[src/shared/see_map.svh]
// Constants for the serial EEPROM write-trap target
// Summary of operation
// - During power-on init interval every bus instruction is ignored.
// - After init completes the device idles in standby awaiting a start.
// - Resync reset sequence leaves the same state as power-on init.
// - Start seen mid-transfer abandons it and resyncs to the device address phase; stop returns to standby.
// - Both inputs are filtered so pulses of 160 ns or less vanish.
// - Stop before eight data bits aborts the write, nothing programmed.
// - Stop after full page bytes programs those bytes, drops partial bits.
// - Page write past page size wraps inside the page only.
// - Address counter increments on clock fall of each eighth data bit.
// - With low supply active a pending write is cancelled at stop.
`ifndef SEE_MAP_SVH
`define SEE_MAP_SVH
`define SEE_CLK_HZ        25000000
`define SEE_INIT_NS       100000
`define SEE_INIT_CYC      ((`SEE_INIT_NS * 25) / 1000)
`define SEE_GLITCH_NS     160
`define SEE_GLITCH_CYC    (((`SEE_GLITCH_NS * 25) + 999) / 1000 + 1)
`define SEE_PAGE_BYTES    16
`define SEE_MEM_WORDS     1024
`define SEE_DEV_CODE      4'hA
`endif

[src/shared/see_pkg.sv]
// Types for the serial EEPROM write-trap target
package see_pkg;
    typedef enum logic [2:0] {
        SEE_INIT  = 3'h0,
        SEE_IDLE  = 3'h1,
        SEE_DEVA  = 3'h2,
        SEE_WADR  = 3'h3,
        SEE_WDAT  = 3'h4,
        SEE_ACK   = 3'h5,
        SEE_SKIP  = 3'h6
    } see_state_t;
endpackage

[src/hdl/see_filter.sv]
// Synchroniser and glitch filter for one bus input
`timescale 1ns/1ps
`include "see_map.svh"
module see_filter #(
    parameter int WIDTH_CYC = `SEE_GLITCH_CYC
) (
    // Clock and reset
    input  wire logic clk_in,
    input  wire logic rst_in,
    input  wire logic en_in,
    // Raw and filtered line
    input  wire logic pin_in,
    output logic      line_out
);
    logic       s1_q, s2_q, s1_d, s2_d, line_d;
    logic [7:0] cnt_q, cnt_d;
    always_comb begin
        s1_d   = pin_in;
        s2_d   = s1_q;
        cnt_d  = 8'h00;
        line_d = line_out;
        if (s2_q != line_out) begin
            cnt_d = cnt_q + 8'h01;
            if (cnt_q >= 8'(WIDTH_CYC - 1)) begin
                line_d = s2_q;
                cnt_d  = 8'h00;
            end
        end
    end
    always_ff @(posedge clk_in or posedge rst_in) begin
        if (rst_in) begin
            s1_q     <= 1'b1;
            s2_q     <= 1'b1;
            cnt_q    <= 8'h00;
            line_out <= 1'b1;
        end else if (en_in) begin
            s1_q     <= s1_d;
            s2_q     <= s2_d;
            cnt_q    <= cnt_d;
            line_out <= line_d;
        end
    end
    a_filter_hold: assert property (@(posedge clk_in) disable iff (rst_in)
        en_in && (s2_q == line_out) |=> $stable(line_out))
        else $error("filtered line moved without input change");
endmodule

[src/hdl/see_target.sv]
// Two-wire EEPROM target core: init, traps, page writes
`timescale 1ns/1ps
`include "see_map.svh"
module see_target #(
    parameter int INIT_CYC   = `SEE_INIT_CYC,
    parameter int PAGE_BYTES = `SEE_PAGE_BYTES,
    parameter int MEM_WORDS  = `SEE_MEM_WORDS,
    parameter logic [3:0] DEV_CODE = `SEE_DEV_CODE // Arbitrary value
) (
    // Clock and reset
    input  wire logic       clk_in,
    input  wire logic       rst_in,
    input  wire logic       en_in,
    // Bus pins
    input  wire logic       scl_in,
    input  wire logic       sda_in,
    output logic            sda_out,
    output logic            sda_oe_out,
    // Supply monitor
    input  wire logic       low_vcc_in,
    // Status
    output logic            ready_out,
    output logic            prog_out,
    output logic [9:0]      prog_addr_out,
    output logic [7:0]      prog_data_out
);
    localparam int PW = (PAGE_BYTES == 8) ? 3 : 4;
    localparam int GW = (`SEE_GLITCH_CYC);
    logic scl_f, sda_f, scl_p_q, sda_p_q, lv1_q, lv2_q;
    see_filter #(.WIDTH_CYC(GW)) u_scl (.clk_in(clk_in), .rst_in(rst_in),
        .en_in(en_in), .pin_in(scl_in), .line_out(scl_f));
    see_filter #(.WIDTH_CYC(GW)) u_sda (.clk_in(clk_in), .rst_in(rst_in),
        .en_in(en_in), .pin_in(sda_in), .line_out(sda_f));
    logic start_w, stop_w, rise_w, fall_w;
    assign start_w = scl_f && scl_p_q && sda_p_q && !sda_f;
    assign stop_w  = scl_f && scl_p_q && !sda_p_q && sda_f;
    assign rise_w  = scl_f && !scl_p_q;
    assign fall_w  = !scl_f && scl_p_q;

    see_pkg::see_state_t st_q, st_d, ret_q, ret_d;
    logic [31:0] init_q, init_d;
    logic [3:0]  bit_q, bit_d;
    logic [7:0]  sh_q, sh_d;
    logic [9:0]  adr_q, adr_d;
    logic [7:0]  buf_q [PAGE_BYTES];
    logic [7:0]  buf_d [PAGE_BYTES];
    logic [4:0]  nb_q, nb_d;
    logic        ack_q, ack_d, pend_q, pend_d;
    logic        prog_d;
    logic [4:0]  pi_q, pi_d;
    logic [9:0]  pa_q, pa_d;
    logic [7:0]  pdat_d;
    logic [9:0]  paddr_d;

    always_comb begin
        st_d   = st_q;
        ret_d  = ret_q;
        init_d = init_q;
        bit_d  = bit_q;
        sh_d   = sh_q;
        adr_d  = adr_q;
        buf_d  = buf_q;
        nb_d   = nb_q;
        ack_d  = ack_q;
        pend_d = pend_q;
        prog_d = 1'b0;
        pi_d   = pi_q;
        pa_d   = pa_q;
        pdat_d = prog_data_out;
        paddr_d = prog_addr_out;
        if (pend_q) begin
            // Programs captured bytes one per cycle
            prog_d = 1'b1;
            pdat_d = buf_q[pa_q[PW-1:0]];
            paddr_d = pa_q;
            pa_d   = {adr_q[9:PW], pa_q[PW-1:0] + PW'(1)};
            pi_d   = pi_q + 5'h01;
            if (pi_q + 5'h01 >= nb_q) begin
                pend_d = 1'b0;
            end
        end
        case (st_q)
            see_pkg::SEE_INIT: begin
                if (init_q >= 32'(INIT_CYC - 1)) begin
                    st_d = see_pkg::SEE_IDLE;
                end else begin
                    init_d = init_q + 32'h1;
                end
            end
            default: begin
                if (start_w) begin
                    // Start always resyncs to the address phase
                    st_d  = see_pkg::SEE_DEVA;
                    bit_d = 4'h0;
                    ack_d = 1'b0;
                    nb_d  = pend_q ? nb_q : 5'h00;
                end else if (stop_w) begin
                    st_d  = see_pkg::SEE_IDLE;
                    ack_d = 1'b0;
                    // Partial byte dropped, full bytes kept
                    if (nb_q != 5'h00 && !lv2_q && !pend_q) begin
                        pend_d = 1'b1;
                        pi_d   = 5'h00;
                        pa_d   = {adr_q[9:PW],
                                  adr_q[PW-1:0] - nb_q[PW-1:0]};
                    end else if (!pend_q) begin
                        nb_d = 5'h00;
                    end
                end else if (st_q != see_pkg::SEE_IDLE) begin
                    if (rise_w && st_q != see_pkg::SEE_ACK) begin
                        sh_d  = {sh_q[6:0], sda_f};
                        bit_d = bit_q + 4'h1;
                    end
                    if (fall_w) begin
                        if (st_q == see_pkg::SEE_ACK) begin
                            ack_d = 1'b0;
                            st_d  = ret_q;
                            bit_d = 4'h0;
                        end else if (bit_q == 4'h8) begin
                            bit_d = 4'h0;
                            case (st_q)
                                see_pkg::SEE_DEVA: begin
                                    if (sh_q[7:4] == DEV_CODE && !sh_q[0] &&
                                        !pend_q) begin
                                        adr_d[9:8] = sh_q[2:1];
                                        ack_d = 1'b1;
                                        st_d  = see_pkg::SEE_ACK;
                                        ret_d = see_pkg::SEE_WADR;
                                    end else begin
                                        st_d = see_pkg::SEE_SKIP;
                                    end
                                end
                                see_pkg::SEE_WADR: begin
                                    adr_d[7:0] = sh_q;
                                    ack_d = 1'b1;
                                    st_d  = see_pkg::SEE_ACK;
                                    ret_d = see_pkg::SEE_WDAT;
                                end
                                see_pkg::SEE_WDAT: begin
                                    buf_d[adr_q[PW-1:0]] = sh_q;
                                    // Wrap inside the page
                                    adr_d = {adr_q[9:PW],
                                             adr_q[PW-1:0] + PW'(1)};
                                    if (nb_q < 5'(PAGE_BYTES)) begin
                                        nb_d = nb_q + 5'h01;
                                    end
                                    ack_d = 1'b1;
                                    st_d  = see_pkg::SEE_ACK;
                                    ret_d = see_pkg::SEE_WDAT;
                                end
                                default: st_d = see_pkg::SEE_SKIP;
                            endcase
                        end
                    end
                end
            end
        endcase
    end

    always_ff @(posedge clk_in or posedge rst_in) begin
        if (rst_in) begin
            st_q    <= see_pkg::SEE_INIT;
            ret_q   <= see_pkg::SEE_IDLE;
            init_q  <= 32'h0;
            bit_q   <= 4'h0;
            sh_q    <= 8'h00;
            adr_q   <= 10'h000;
            nb_q    <= 5'h00;
            ack_q   <= 1'b0;
            pend_q  <= 1'b0;
            pi_q    <= 5'h00;
            pa_q    <= 10'h000;
            prog_out <= 1'b0;
            prog_data_out <= 8'h00;
            prog_addr_out <= 10'h000;
            scl_p_q <= 1'b1;
            sda_p_q <= 1'b1;
            lv1_q   <= 1'b0;
            lv2_q   <= 1'b0;
            for (int i = 0; i < PAGE_BYTES; i++) begin
                buf_q[i] <= 8'h00;
            end
        end else if (en_in) begin
            st_q    <= st_d;
            ret_q   <= ret_d;
            init_q  <= init_d;
            bit_q   <= bit_d;
            sh_q    <= sh_d;
            adr_q   <= adr_d;
            nb_q    <= nb_d;
            ack_q   <= ack_d;
            pend_q  <= pend_d;
            pi_q    <= pi_d;
            pa_q    <= pa_d;
            prog_out <= prog_d;
            prog_data_out <= pdat_d;
            prog_addr_out <= paddr_d;
            scl_p_q <= scl_f;
            sda_p_q <= sda_f;
            lv1_q   <= low_vcc_in;
            lv2_q   <= lv1_q;
            buf_q   <= buf_d;
        end
    end

    assign sda_out       = 1'b0;
    assign sda_oe_out    = ack_q;
    assign ready_out     = (st_q != see_pkg::SEE_INIT);

    a_init_quiet: assert property (@(posedge clk_in) disable iff (rst_in)
        !ready_out |-> !sda_oe_out && !pend_q)
        else $error("activity during init");
    a_init_idle: assert property (@(posedge clk_in) disable iff (rst_in)
        $rose(ready_out) |-> st_q == see_pkg::SEE_IDLE)
        else $error("init did not end in standby");
    a_stop_idle: assert property (@(posedge clk_in) disable iff (rst_in)
        en_in && ready_out && stop_w |=> st_q == see_pkg::SEE_IDLE)
        else $error("stop did not return to standby");
    a_start_sync: assert property (@(posedge clk_in) disable iff (rst_in)
        en_in && ready_out && start_w |=>
        st_q == see_pkg::SEE_DEVA && bit_q == 4'h0)
        else $error("start did not resync");
    a_abort_empty: assert property (@(posedge clk_in) disable iff (rst_in)
        en_in && ready_out && stop_w && nb_q == 5'h00 && !pend_q
        |=> !pend_q)
        else $error("write started with no full byte");
    a_lowv_cancel: assert property (@(posedge clk_in) disable iff (rst_in)
        en_in && ready_out && stop_w && lv2_q && !pend_q |=> !pend_q)
        else $error("write not cancelled at low supply");
    a_page_wrap: assert property (@(posedge clk_in) disable iff (rst_in)
        prog_out |-> prog_addr_out[9:PW] == adr_q[9:PW])
        else $error("program left the page");
    a_addr_inc: assert property (@(posedge clk_in) disable iff (rst_in)
        en_in && st_q == see_pkg::SEE_WDAT && fall_w && bit_q == 4'h8 &&
        !start_w && !stop_w |=>
        adr_q[PW-1:0] == $past(adr_q[PW-1:0]) + PW'(1))
        else $error("address not incremented after byte");
    a_prog_count: assert property (@(posedge clk_in) disable iff (rst_in)
        $fell(pend_q) |-> $past(pi_q) + 5'h01 >= nb_q)
        else $error("program ended early");
    c_ready: cover property (@(posedge clk_in) $rose(ready_out));
    c_ack: cover property (@(posedge clk_in) $rose(sda_oe_out));
    c_prog: cover property (@(posedge clk_in) $rose(prog_out));
    c_abort: cover property (@(posedge clk_in)
        ready_out && stop_w && st_q == see_pkg::SEE_WDAT);
endmodule

[config.mk]
export PLATFORM = sky130hd
export DESIGN_NAME = see_target
export DESIGN_NICKNAME = d
export VERILOG_FILES = /design/src/shared/see_pkg.sv /design/src/hdl/see_filter.sv /design/src/hdl/see_target.sv
export VERILOG_INCLUDE_DIRS = /design/src /design/src/shared
export SDC_FILE = /design/constraint.sdc
export NUM_CORES = 1
export LEC_CHECK = 0
export BUFFER_PORTS_ARGS = -buffer_cell sky130_fd_sc_hd__clkbuf_2
export CORE_MARGIN = 10
export CORE_UTILIZATION = 40
export CTS_CLUSTER_SIZE = 16
export DETAILED_ROUTE_END_ITERATION = 16
export SLEW_MARGIN = 10
export SYNTH_ARGS = -nofsm -noshare
export SYNTH_HDL_FRONTEND = slang
export SYNTH_SLANG_ARGS = --single-unit
[constraint.sdc]
create_clock -name clk_in -period 20.2 [get_ports clk_in]
set_input_delay 0 -clock clk_in [delete_from_list [all_inputs] [get_ports clk_in]]
set_output_delay 0 -clock clk_in [all_outputs]
set_load 0.03 [all_outputs]
==> results of run 1 <==
## flip-flops by register name, indices dropped and copies added (netlist names), 3 cells and up
name	count
sh_q	8
pa_q	10
adr_q	10
u_scl.cnt_q	8
init_q	32
nb_q	5
bit_q	4
prog_addr_out	10
ret_q	3
u_sda.cnt_q	8
st_q	3
pi_q	5
buf_q	128
prog_data_out	8
## layout make-up
type / instances / area [um^2] / area share (%)
sequential: 255 / 6390 / 48.1
inverter: 29 / 116 / 0.875
tap: 390 / 488 / 3.67
clock buffer: 41 / 831 / 6.25
clock inverter: 11 / 159 / 1.20
timing repair buffer: 37 / 223 / 1.68
multi-input combinational: 551 / 5080 / 38.2
## through the flow
stage          instances  utilization [%]  hold WS (ps)  cell area, um^2  power, mW
6_report            1314             45.1          55.9            13300       1.36
5_1_grt             1314             45.1          93.0            13300       1.43
4_1_cts             1314             45.1          32.1            13300       1.38
3_5_place_dp        1258             41.6           199            12300      0.835
3_3_place_gp        1258             41.6           194            12300      0.830
2_1_floorplan        903                -           152            11900      0.776
## path summary, 6_finish.rpt
check                                        from                endpoint  slack [ps]
max                           scl_p_q$_DFFE_PP1P_   buf_q[93]$_DFFE_PP0P_       17570
min                                         en_in     sda_p_q$_DFFE_PP1P_          60
max reg2reg                   scl_p_q$_DFFE_PP1P_   buf_q[93]$_DFFE_PP0P_       17570
min reg2reg                init_q[25]$_DFFE_PP0P_  init_q[25]$_DFFE_PP0P_         370
max in group asynchronous                  rst_in    prog_out$_DFFE_PP0P_       18520
min in group asynchronous                  rst_in  buf_q[100]$_DFFE_PP0P_         170
## layout by cell type, fill, tap and decap left out, types with 5 or more instances in the layout
cell	Yosys	routed
xnor2_1	22	22
mux4_2	32	32
mux2_2	164	164
clkbuf_8	2	6
mux2i_1	19	19
buf_4	2	7
a21oi_1	27	27
nand2_1	27	27
nor4_1	7	7
nor2b_1	7	7
nor2_4	5	5
nor3_1	6	6
clkbuf_16	0	29
a31oi_1	8	8
and3_1	8	8
clkinv_2	0	6
dfrtp_1	246	245
nand4_1	11	11
nand3_1	36	36
clkbuf_1	50	6
dfstp_2	9	9
nor2_8	7	7
clkbuf_2	0	26
xor2_1	8	8
o21ai_0	23	23
nor2_1	44	44
ha_1	23	23
inv_1	29	28
## power by group through the flow
stage	clock network (mW)	registers [mW]	logic, mW
2_1_floorplan	0	0.581	0.195
3_3_place_gp	0	0.590	0.240
3_5_place_dp	0	0.590	0.245
4_1_cts	0.552	0.582	0.246
5_1_grt	0.575	0.587	0.268
6_report	0.537	0.582	0.240
## tightest hold or removal path: cells and delay by family
family	cells	cell delay, ps
simple gates	1	120
buf+inv	2	380
compound gates	1	70
## kinds of logic (layout without fill, tap and decap cells)
family | count (synthesis) | after routing | synth area share [%]
DFF | 255 | 255 | 53.7
muxes | 217 | 217 | 23.4
and+or+nand+nor | 191 | 191 | 9.89
buffers and inverters | 97 | 118 | 3.56
AOI/OAI and AO/OA | 88 | 88 | 4.63
xor gates and xnor gates | 30 | 30 | 2.21
adders and majority gates | 24 | 24 | 2.59
other | 1 | 1 | 0.0315
## metal layers
| layer | global-route usage (%) | wire [um] | vias up |
|---|---|---|---|
| li1 | - | - | 3223 |
| met1 | 18.6 | 11400 | 3601 |
| met2 | 21.9 | 11400 | 96 |
| met3 | 2.17 | 770 | 37 |
| met4 | 3.25 | 550 | 0 |
| met5 | 0 | 0 | - |
## timing repair
action | CTS | global route
hold buffers | 4 | 0
endpoints found under the hold margin | 104 | 0
endpoints found under the setup margin | 0 | 0
==> results.py, run 1 <==
metrics = {
    "outcome": {
        "outcome": "complete, no violations",
    },
    "pwr": {
        "clock_power_share_pct": 39.5,
        "comb_power_share_pct": 17.7,
        "irDropWorstVdd_uv": 74.7,
        "p_per_area_nw_per_um2": 102,
        "p_sw_uw": 385,
        "swShare_pct": 28.3,
        "p_seq_share_pct": 42.8,
        "p_int_uw": 975,
        "p_leak_nw": 6.42,
    },
    "critical_path": {
        "worstPathArrival_ps": 3050,
        "slowest_delay_ps": 670,
        "cp.required_ps": 20620,
        "path_buf_inv": 0,
        "cp-end-kind": "flip-flop",
        "path_max_fanout": 8,
        "critPathTopFamily": "simple AND/OR/NAND/NOR gates",
        "startpoint_type": "flip-flop",
        "crit_cells": 5,
        "path_cells": "nor2b_1 -> and4_1 -> nand2_4 -> nor2_4 -> mux2_2",
        "crit_type": "reg -> reg",
        "r2r_cells": 5,
        "cp_slowest_cell": "and4_1",
    },
    "timing": {
        "slew_violations": 0,
        "skew_ps": 7.48,
        "fin_crit_sh_pct": 13.0,
        "max_slew.worst_pin.slew_ps": 1140,
        "min_period_ps": 2630,
        "layout_setup_ws_ps": 17570,
        "fin_tns_setup_ps": 0,
        "max_slew_margin_pct": 23.7,
        "rsz0062_at_grt": "no",
        "fmax_mhz": 380,
        "finalHoldViolCount": 0,
        "setup_viol": 0,
    },
    "cells_and_area": {
        "syn2layout_area_growth_pct": 11.7,
        "diodes": 0,
        "fillers": 2704,
        "drive_above_1_share_pct": 34.0,
        "fin_nets": 932,
    },
    "clock_tree": {
        "numCtsBuffers": 28,
        "postCtsSetupBuffers": 0,
        "cts_root_buf": "clkbuf_16",
        "cts_buffer_depth": 3,
        "cts_tree": "done",
        "postCtsResizedCells": 0,
        "cts_max_level": 1,
        "clk_pin_slew_ps": 60,
        "cts.sinks": 255,
        "worstSkewPairLatency_ps": 530,
    },
    "placement": {
        "dp_slack_ps": 17540,
        "place.port_buffers": 26,
        "dp_hpwl_mm": 15.1,
        "gp_congestion": 0.786,
    },
    "yosys": {
        "synthCells": 903,
        "synthDistinctLibCells": 66,
        "synth.top_cell.area_share_pct": 51.7,
        "synthArstFlopShare_pct": 100,
        "yosys-top-cells-area": "dfrtp_1, mux2_2, mux4_2",
        "ys_warn_count": 0,
        "yosysMostFrequentCell": "dfrtp_1",
        "synth_edf_count": 0,
        "seq_area_frac_synth_pct": 53.7,
        "synthesis.nets": 933,
        "yosysTopAreaCell": "dfrtp_1",
        "syn-cell-area_um2": 11900,
        "ys.flop_type": "dfrtp_1",
        "synth_area_per_cell_um2": 13.2,
        "ys_seq_elements": 255,
        "synthTopCellsByCount": "dfrtp_1, mux2_2, clkbuf_1, nor2_1, nand3_1",
    },
    "grt": {
        "grtUsageTotal_pct": 13.5,
        "grt_overflow": 0,
        "grt_pass1_vias": 7173,
        "antenna_found_initial": 0,
        "grt_pass1_wl_mm": 40.0,
        "grt_start_max_net_pins": 105,
    },
    "floorplan": {
        "start_util_pct": 40.4,
        "boundaryPins": 28,
        "dieWidth_um": 192,
        "dieArea_um2": 37000,
        "rows": 63,
        "chipHeight_um": 192,
        "core_area_um2": 29500,
    },
    "min_path": {
        "hp-class": "in -> reg",
        "whs_path_depth": 4,
    },
    "routing": {
        "drc": 0,
        "first_pass_iters": 4,
        "viasPerCell": 5.29,
        "routed_wl_mm": 24.1,
        "avgRoutedWirePerCell_um": 18.4,
        "first_iter_violations": 336,
        "vias": 6957,
        "postRouteAntennaNets": 0,
    },
    "run": {
        "drv_cap": 0,
    },
}
Note: power is estimated with default switching activity, not from simulation.
==> inputs of run 2 (changes only) <==
--- a/config.mk
+++ b/config.mk
@@ -6,6 +6,7 @@
 export SDC_FILE = /design/constraint.sdc
 export NUM_CORES = 1
 export LEC_CHECK = 0
+export ABC_AREA = 1
 export BUFFER_PORTS_ARGS = -buffer_cell sky130_fd_sc_hd__clkbuf_2
 export CORE_MARGIN = 10
 export CORE_UTILIZATION = 40
==> constraint.sdc (replaced) <==
create_clock -name clk_in -period 2.1 [get_ports clk_in]
set_input_delay 0 -clock clk_in [delete_from_list [all_inputs] [get_ports clk_in]]
set_output_delay 0 -clock clk_in [all_outputs]
set_load 0.03 [all_outputs]
==> results.py, run 2 <==
metrics = {
    "cells_and_area": {
        "syn2layout_area_growth_pct": 14.6,
        "diodes": 0,
        "mostFrequentLayoutCells": "nand2_1, dfrtp_1, o21ai_0",
        "fillers": 2889,
        "largest-register": "buf_q",
        "final_common_cell": "nand2_1",
        "reg.largest.list": "buf_q x128, init_q x32",
        "layout.cells.non_filler": 1922,
        "drive_above_1_share_pct": 10.9,
        "fin_nets": 1538,
        "largest_reg_flops": 128,
    },
    "yosys": {
        "synthTopCellsByCount": "nand2_1, dfrtp_1, o21ai_0, nand3_1, inv_1",
        "yosysMostFrequentCell": "nand2_1",
        "synthDistinctLibCells": 39,
        "seq_area_frac_synth_pct": 52.5,
        "synthesis.nets": 1513,
        "synth_area_per_cell_um2": 8.21,
        "ys_seq_elements": 255,
        "ys.flop_type": "dfrtp_1",
        "yosysTopAreaCell": "dfrtp_1",
        "synth.top_cell.area_share_pct": 50.6,
        "ys_warn_count": 0,
        "yosys-top-cells-area": "dfrtp_1, nand2_1, o21ai_0",
        "synth_edf_count": 0,
        "synthArstFlopShare_pct": 100,
        "synthCells": 1483,
        "syn-cell-area_um2": 12200,
    },
    "critical_path": {
        "crit_cells": 10,
        "path_cells": "ha_4 -> nand3_2 -> xor2_2 -> inv_1 -> ha_1 -> nand2_1 -> nor3_1 -> nor2_1 -> a21oi_1 -> o21ai_0",
        "critPathTopFamily": "adder cells",
        "crit_end": "pend_q$_DFFE_PP0P_",
        "cp-end-kind": "flip-flop",
        "cp_slowest_cell": "dfrtp_1",
        "r2r_cells": 10,
        "startpoint_type": "flip-flop",
        "worstPathArrival_ps": 2320,
        "cp-startpoint": "pi_q[0]$_DFFE_PP0P_",
        "path_max_fanout": 4,
        "cp.required_ps": 2520,
        "crit_type": "reg -> reg",
        "path_buf_inv": 1,
        "r2r_end": "pend_q$_DFFE_PP0P_",
        "r2r_slack_ps": 200,
        "slowest_delay_ps": 430,
        "r2r-start": "pi_q[0]$_DFFE_PP0P_",
    },
    "grt": {
        "grt_start_max_net_pins": 99,
        "antenna_found_initial": 0,
        "grt.met1_usage_pct": 22.6,
        "grt_pass1_wl_mm": 50.6,
        "grt_use_met2_pct": 24.5,
        "grtUsageTotal_pct": 15.8,
        "grt_pass1_vias": 9556,
        "grt_overflow": 0,
        "grt_use_met3_pct": 2.24,
        "top_usage_layer": "met2",
    },
    "placement": {
        "gp_congestion": 0.849,
        "dp_cells": 1859,
        "place.port_buffers": 26,
        "dp_hpwl_mm": 19.3,
    },
    "clock_tree": {
        "worstSkewPairLatency_ps": 550,
        "cts.sinks": 255,
        "clk_pin_slew_ps": 60,
        "cts_root_buf": "clkbuf_16",
        "cts_tree": "done",
        "cts_buffer_depth": 3,
        "cts_max_level": 1,
        "numCtsBuffers": 30,
    },
    "routing": {
        "first_pass_iters": 5,
        "vias": 9726,
        "first_iter_violations": 683,
        "postRouteAntennaNets": 0,
        "routed_wl_mm": 29.9,
        "drc": 0,
        "avgRoutedWirePerCell_um": 15.5,
        "viasPerCell": 5.06,
    },
    "outcome": {
        "outcome": "complete, no violations",
    },
    "floorplan": {
        "rows": 63,
        "chipHeight_um": 194,
        "start_util_pct": 40.8,
        "dieArea_um2": 37800,
        "boundaryPins": 28,
        "core_area_um2": 29800,
        "dieWidth_um": 194,
    },
    "timing": {
        "slew_violations": 0,
        "rsz0062_at_grt": "yes",
        "skew_ps": 15.3,
        "max_slew_margin_pct": 61.8,
        "max_slew.worst_pin.slew_ps": 573,
        "fin_tns_setup_ps": 0,
        "setup_viol": 0,
        "finalHoldViolCount": 0,
        "fmax_mhz": 526,
        "fin_crit_sh_pct": 90.6,
        "min_period_ps": 1900,
    },
    "pwr": {
        "p_leak_nw": 6.80,
        "irDropWorstVdd_uv": 676,
        "p_per_area_nw_per_um2": 828,
        "total_power_mw": 11.5,
    },
    "run": {
        "drv_cap": 0,
    },
    "min_path": {
        "hp-class": "in -> async",
    },
}
-- run 2: changes by cell type after synthesis, sizes merged, moves of 8 or more --
cell and delta:
nor2 +54, nand4 +18, mux4 -32, nand2 +415, and3 -10, nand3 +103
o21ai +181, inv +80, a31oi -8, clkbuf +18, mux2 -166, mux2i -18
xnor2 -19
-- run 2: per-layer routing --
layer | share of wire (%) | vias to the layer above
li1 | - | 4837
met1 | 49 | 4650
met2 | 45 | 199
met3 | 4.3 | 40
met4 | 1.7 | 0
met5 | 0 | -
-- run 2: worst min path at each step --
stage | start | end | slack [ps] | cells past startpoint
6_report | rst_in | buf_q[34]$_DFFE_PP0P_ | 20 | 3
2_1_floorplan | sda_in | u_sda.s1_q$_DFFE_PP1P_ | 100 | 2
4_1_cts | en_in | u_sda.s2_q$_DFFE_PP1P_ | 20 | 4
3_5_place_dp | rst_in | adr_q[5]$_DFFE_PP0P_ | 40 | 2
5_1_grt | rst_in | adr_q[5]$_DFFE_PP0P_ | 50 | 3
3_3_place_gp | rst_in | adr_q[5]$_DFFE_PP0P_ | 40 | 2
-- run 2: cells by family (layout without fill, tap and decap cells) --
| family | count (synthesis) | count (layout) | share of synthesized area, % |
|---|---|---|---|
| AO/OA/AOI/OAI | 241 | 241 | 10.2 |
| multiplexers | 1 | 1 | 0.0823 |
| buffers and inverters | 203 | 252 | 7.04 |
| adder cells (fa/ha/maj) | 24 | 24 | 2.53 |
| XOR/XNOR | 15 | 15 | 1.08 |
| flip-flops | 255 | 255 | 52.5 |
| other | 1 | 1 | 0.0308 |
| AND/OR/NAND/NOR | 743 | 743 | 26.5 |
-- run 2: power by group --
part / switching (mW) / internal, mW
combinational: 0.732 / 0.378
clock: 2.09 / 3.04
sequential: 0.177 / 5.14
total: 3.00 / 8.55
-- run 2: layout make-up --
class                   instances  area [um^2]  share of cell area [%]
flip-flops and latches        255         6390                    45.9
multi-input cells            1025         4960                    35.6
clock buffers                  43          881                    6.32
repair buffers                 85          696                    4.99
well taps                     390          488                    3.50
inverters                     111          420                    3.01
clock inverters                13          104                   0.745
-- run 2: worst reg2reg max path, stage by stage, from the launching register on --
cell and delay, ps:
dfrtp_1 430, ha_4 190, nand3_2 90, xor2_2 160
inv_1 70, ha_1 300, nand2_1 80, nor3_1 160
nor2_1 60, a21oi_1 140, o21ai_0 100
-- run 2: repair_timing --
item                                    4_1_cts  5_1_grt
endpoints found under the setup margin        1      102
hold buffers                                  4        0
gates resized for setup                       0       12
pin swaps                                     1        1
hold endpoints to repair                    194        0
buffers inserted                              1        2
-- run 2: metrics by stage --
stage               setup WS (ps)  area, um^2  utilization (%)  hold slack [ps]
global route                -16.3       13900             46.8             48.7
global placement             77.7       12800             43.1             40.6
CTS                          41.0       13900             46.6             17.8
finish                        198       13900             46.8             20.4
detailed placement           4.02       12800             43.1             44.9
floorplan                   -1250       12200                -             96.2
==> inputs of run 3 (changes only) <==
--- a/config.mk
+++ b/config.mk
@@ -12,6 +12,7 @@
 export CORE_UTILIZATION = 40
 export CTS_CLUSTER_SIZE = 16
 export DETAILED_ROUTE_END_ITERATION = 16
+export RECOVER_POWER = 25
 export SLEW_MARGIN = 10
 export SYNTH_ARGS = -nofsm -noshare
 export SYNTH_HDL_FRONTEND = slang
==> results.py, run 3 (same netlist as run 2, synthesis figures left out) <==
metrics = {
    "floorplan": {
        "dieWidth_um": 194,
        "start_util_pct": 40.8,
        "core_area_um2": 29800,
        "boundaryPins": 28,
        "dieArea_um2": 37800,
        "rows": 63,
        "chipHeight_um": 194,
    },
    "min_path": {
        "hp-class": "in -> reg",
        "hold_path.startpoint": "en_in",
    },
    "timing": {
        "setup_viol": 0,
        "rsz0062_at_grt": "yes",
        "timing.hold.ws_ps": 37.8,
        "max_slew.worst_pin.slew_ps": 1180,
        "min_period_ps": 1900,
        "fin_crit_sh_pct": 90.4,
        "slew_violations": 0,
        "finalHoldViolCount": 0,
        "layout_setup_ws_ps": 201,
        "max_slew_margin_pct": 21.0,
        "skew_ps": 13.6,
        "fmax_mhz": 526,
    },
    "placement": {
        "dp_hpwl_mm": 19.3,
        "place.port_buffers": 26,
        "dp_slack_ps": 4.02,
        "dp_cells": 1859,
        "gp_congestion": 0.849,
    },
    "cells_and_area": {
        "multiInputGateArea_um2": 4960,
        "final_common_cell": "nand2_1",
        "mostFrequentLayoutCells": "nand2_1, dfrtp_1, o21ai_0",
        "largest_reg_flops": 128,
        "fillers": 2900,
        "layout.cells.non_filler": 1922,
        "syn2layout_area_growth_pct": 14.1,
        "reg.largest.list": "buf_q x128, init_q x32",
        "largest-register": "buf_q",
        "diodes": 0,
        "fin_nets": 1538,
        "seqCellArea_um2": 6390,
        "drive_above_1_share_pct": 10.4,
    },
    "grt": {
        "grt_pass1_wl_mm": 50.6,
        "grt_start_max_net_pins": 99,
        "grt_pass1_vias": 9556,
        "antenna_found_initial": 0,
        "grtUsageTotal_pct": 15.8,
        "grt_overflow": 0,
    },
    "clock_tree": {
        "worstSkewPairLatency_ps": 550,
        "cts_buffer_depth": 3,
        "numCtsBuffers": 30,
        "cts_tree": "done",
        "cts.sinks": 255,
        "clk_pin_slew_ps": 60,
        "cts_max_level": 1,
        "cts_root_buf": "clkbuf_16",
    },
    "critical_path": {
        "cp.required_ps": 2520,
        "worstPathArrival_ps": 2320,
        "cp-end-kind": "flip-flop",
        "startpoint_type": "flip-flop",
        "cp-startpoint": "pi_q[0]$_DFFE_PP0P_",
        "r2r-start": "pi_q[0]$_DFFE_PP0P_",
        "path_max_fanout": 4,
        "crit_type": "reg -> reg",
    },
    "pwr": {
        "p_leak_nw": 6.76,
        "p_per_area_nw_per_um2": 830,
        "irDropWorstVdd_uv": 677,
    },
    "routing": {
        "viasPerCell": 5.06,
        "routed_wl_mm": 29.8,
        "vias": 9716,
        "drc": 0,
        "first_iter_violations": 638,
        "postRouteAntennaNets": 0,
        "first_pass_iters": 5,
        "avgRoutedWirePerCell_um": 15.5,
    },
    "outcome": {
        "outcome": "complete, no violations",
    },
    "run": {
        "drv_cap": 0,
    },
}
==> run 3: cell types whose count changed in the layout (fill, tap and decap cells not counted) <==
cell        delta
clkbuf_1       +6
clkinvlp_4     -1
buf_2          +1
clkinvlp_2     +1
buf_1          +1
buf_12         -2
buf_4          -6
==> run 3: final cells by class <==
cell class | count | share of cell area [%]
clock inverter | 13 | 0.748
sequential | 255 | 46.0
clock buffer | 43 | 6.34
tap | 390 | 3.51
inverter | 111 | 3.01
multi-input combinational | 1025 | 35.7
timing repair buffer | 85 | 4.62
==> run 3: stage by stage <==
step                      setup TNS [ps]  power (mW)  util [%]  cell area (um^2)
after detailed placement               0        6.49      43.1             12800
after global placement                 0        6.47      43.1             12800
after CTS                              0        11.7      46.6             13900
after floorplan                  -310880        6.11         -             12200
after global routing               -22.6        12.0      46.6             13900
final                                  0        11.5      46.6             13900
==> run 3: critical path, stage by stage (launching register included) <==
cell,delay (ps)
dfrtp_1,430
ha_4,190
nand3_2,80
xor2_2,150
inv_1,70
ha_1,300
nand2_1,80
nor3_1,160
nor2_1,60
a21oi_1,140
o21ai_0,100
==> run 3: layer usage <==
metal | vias up | wire length (um) | GRT usage (%)
li1 | 4838 | - | -
met1 | 4652 | 14700 | 22.6
met2 | 182 | 13200 | 24.5
met3 | 44 | 1300 | 2.24
met4 | 0 | 559 | 3.92
met5 | - | 0 | 0
==> run 3: worst paths after layout <==
check | to | slack [ps] | cells past startpoint
worst max-delay path | pend_q$_DFFE_PP0P_ | 200 | 10
worst max register to register | pend_q$_DFFE_PP0P_ | 200 | 10
min in group asynchronous | buf_q[34]$_DFFE_PP0P_ | 90 | 3
worst min-delay path | u_sda.s2_q$_DFFE_PP1P_ | 40 | 4
max in group asynchronous | buf_q[66]$_DFFE_PP0P_ | 410 | 4
worst min register to register | init_q[22]$_DFFE_PP0P_ | 370 | 0
==> run 3: what timing repair did <==
action	4_1_cts	5_1_grt
hold buffers	4	0
resized for setup	0	12
setup endpoints to repair	1	102
hold endpoints to repair	194	0
setup buffers	1	2
pin swaps	1	1
==> run 3: where the power goes <==
part / total, mW / internal (mW) / leakage [nW] / switching [mW]
clock network: 5.12 / 3.04 / 0.484 / 2.09
registers: 5.32 / 5.14 / 3.39 / 0.178
logic: 1.09 / 0.366 / 2.90 / 0.727
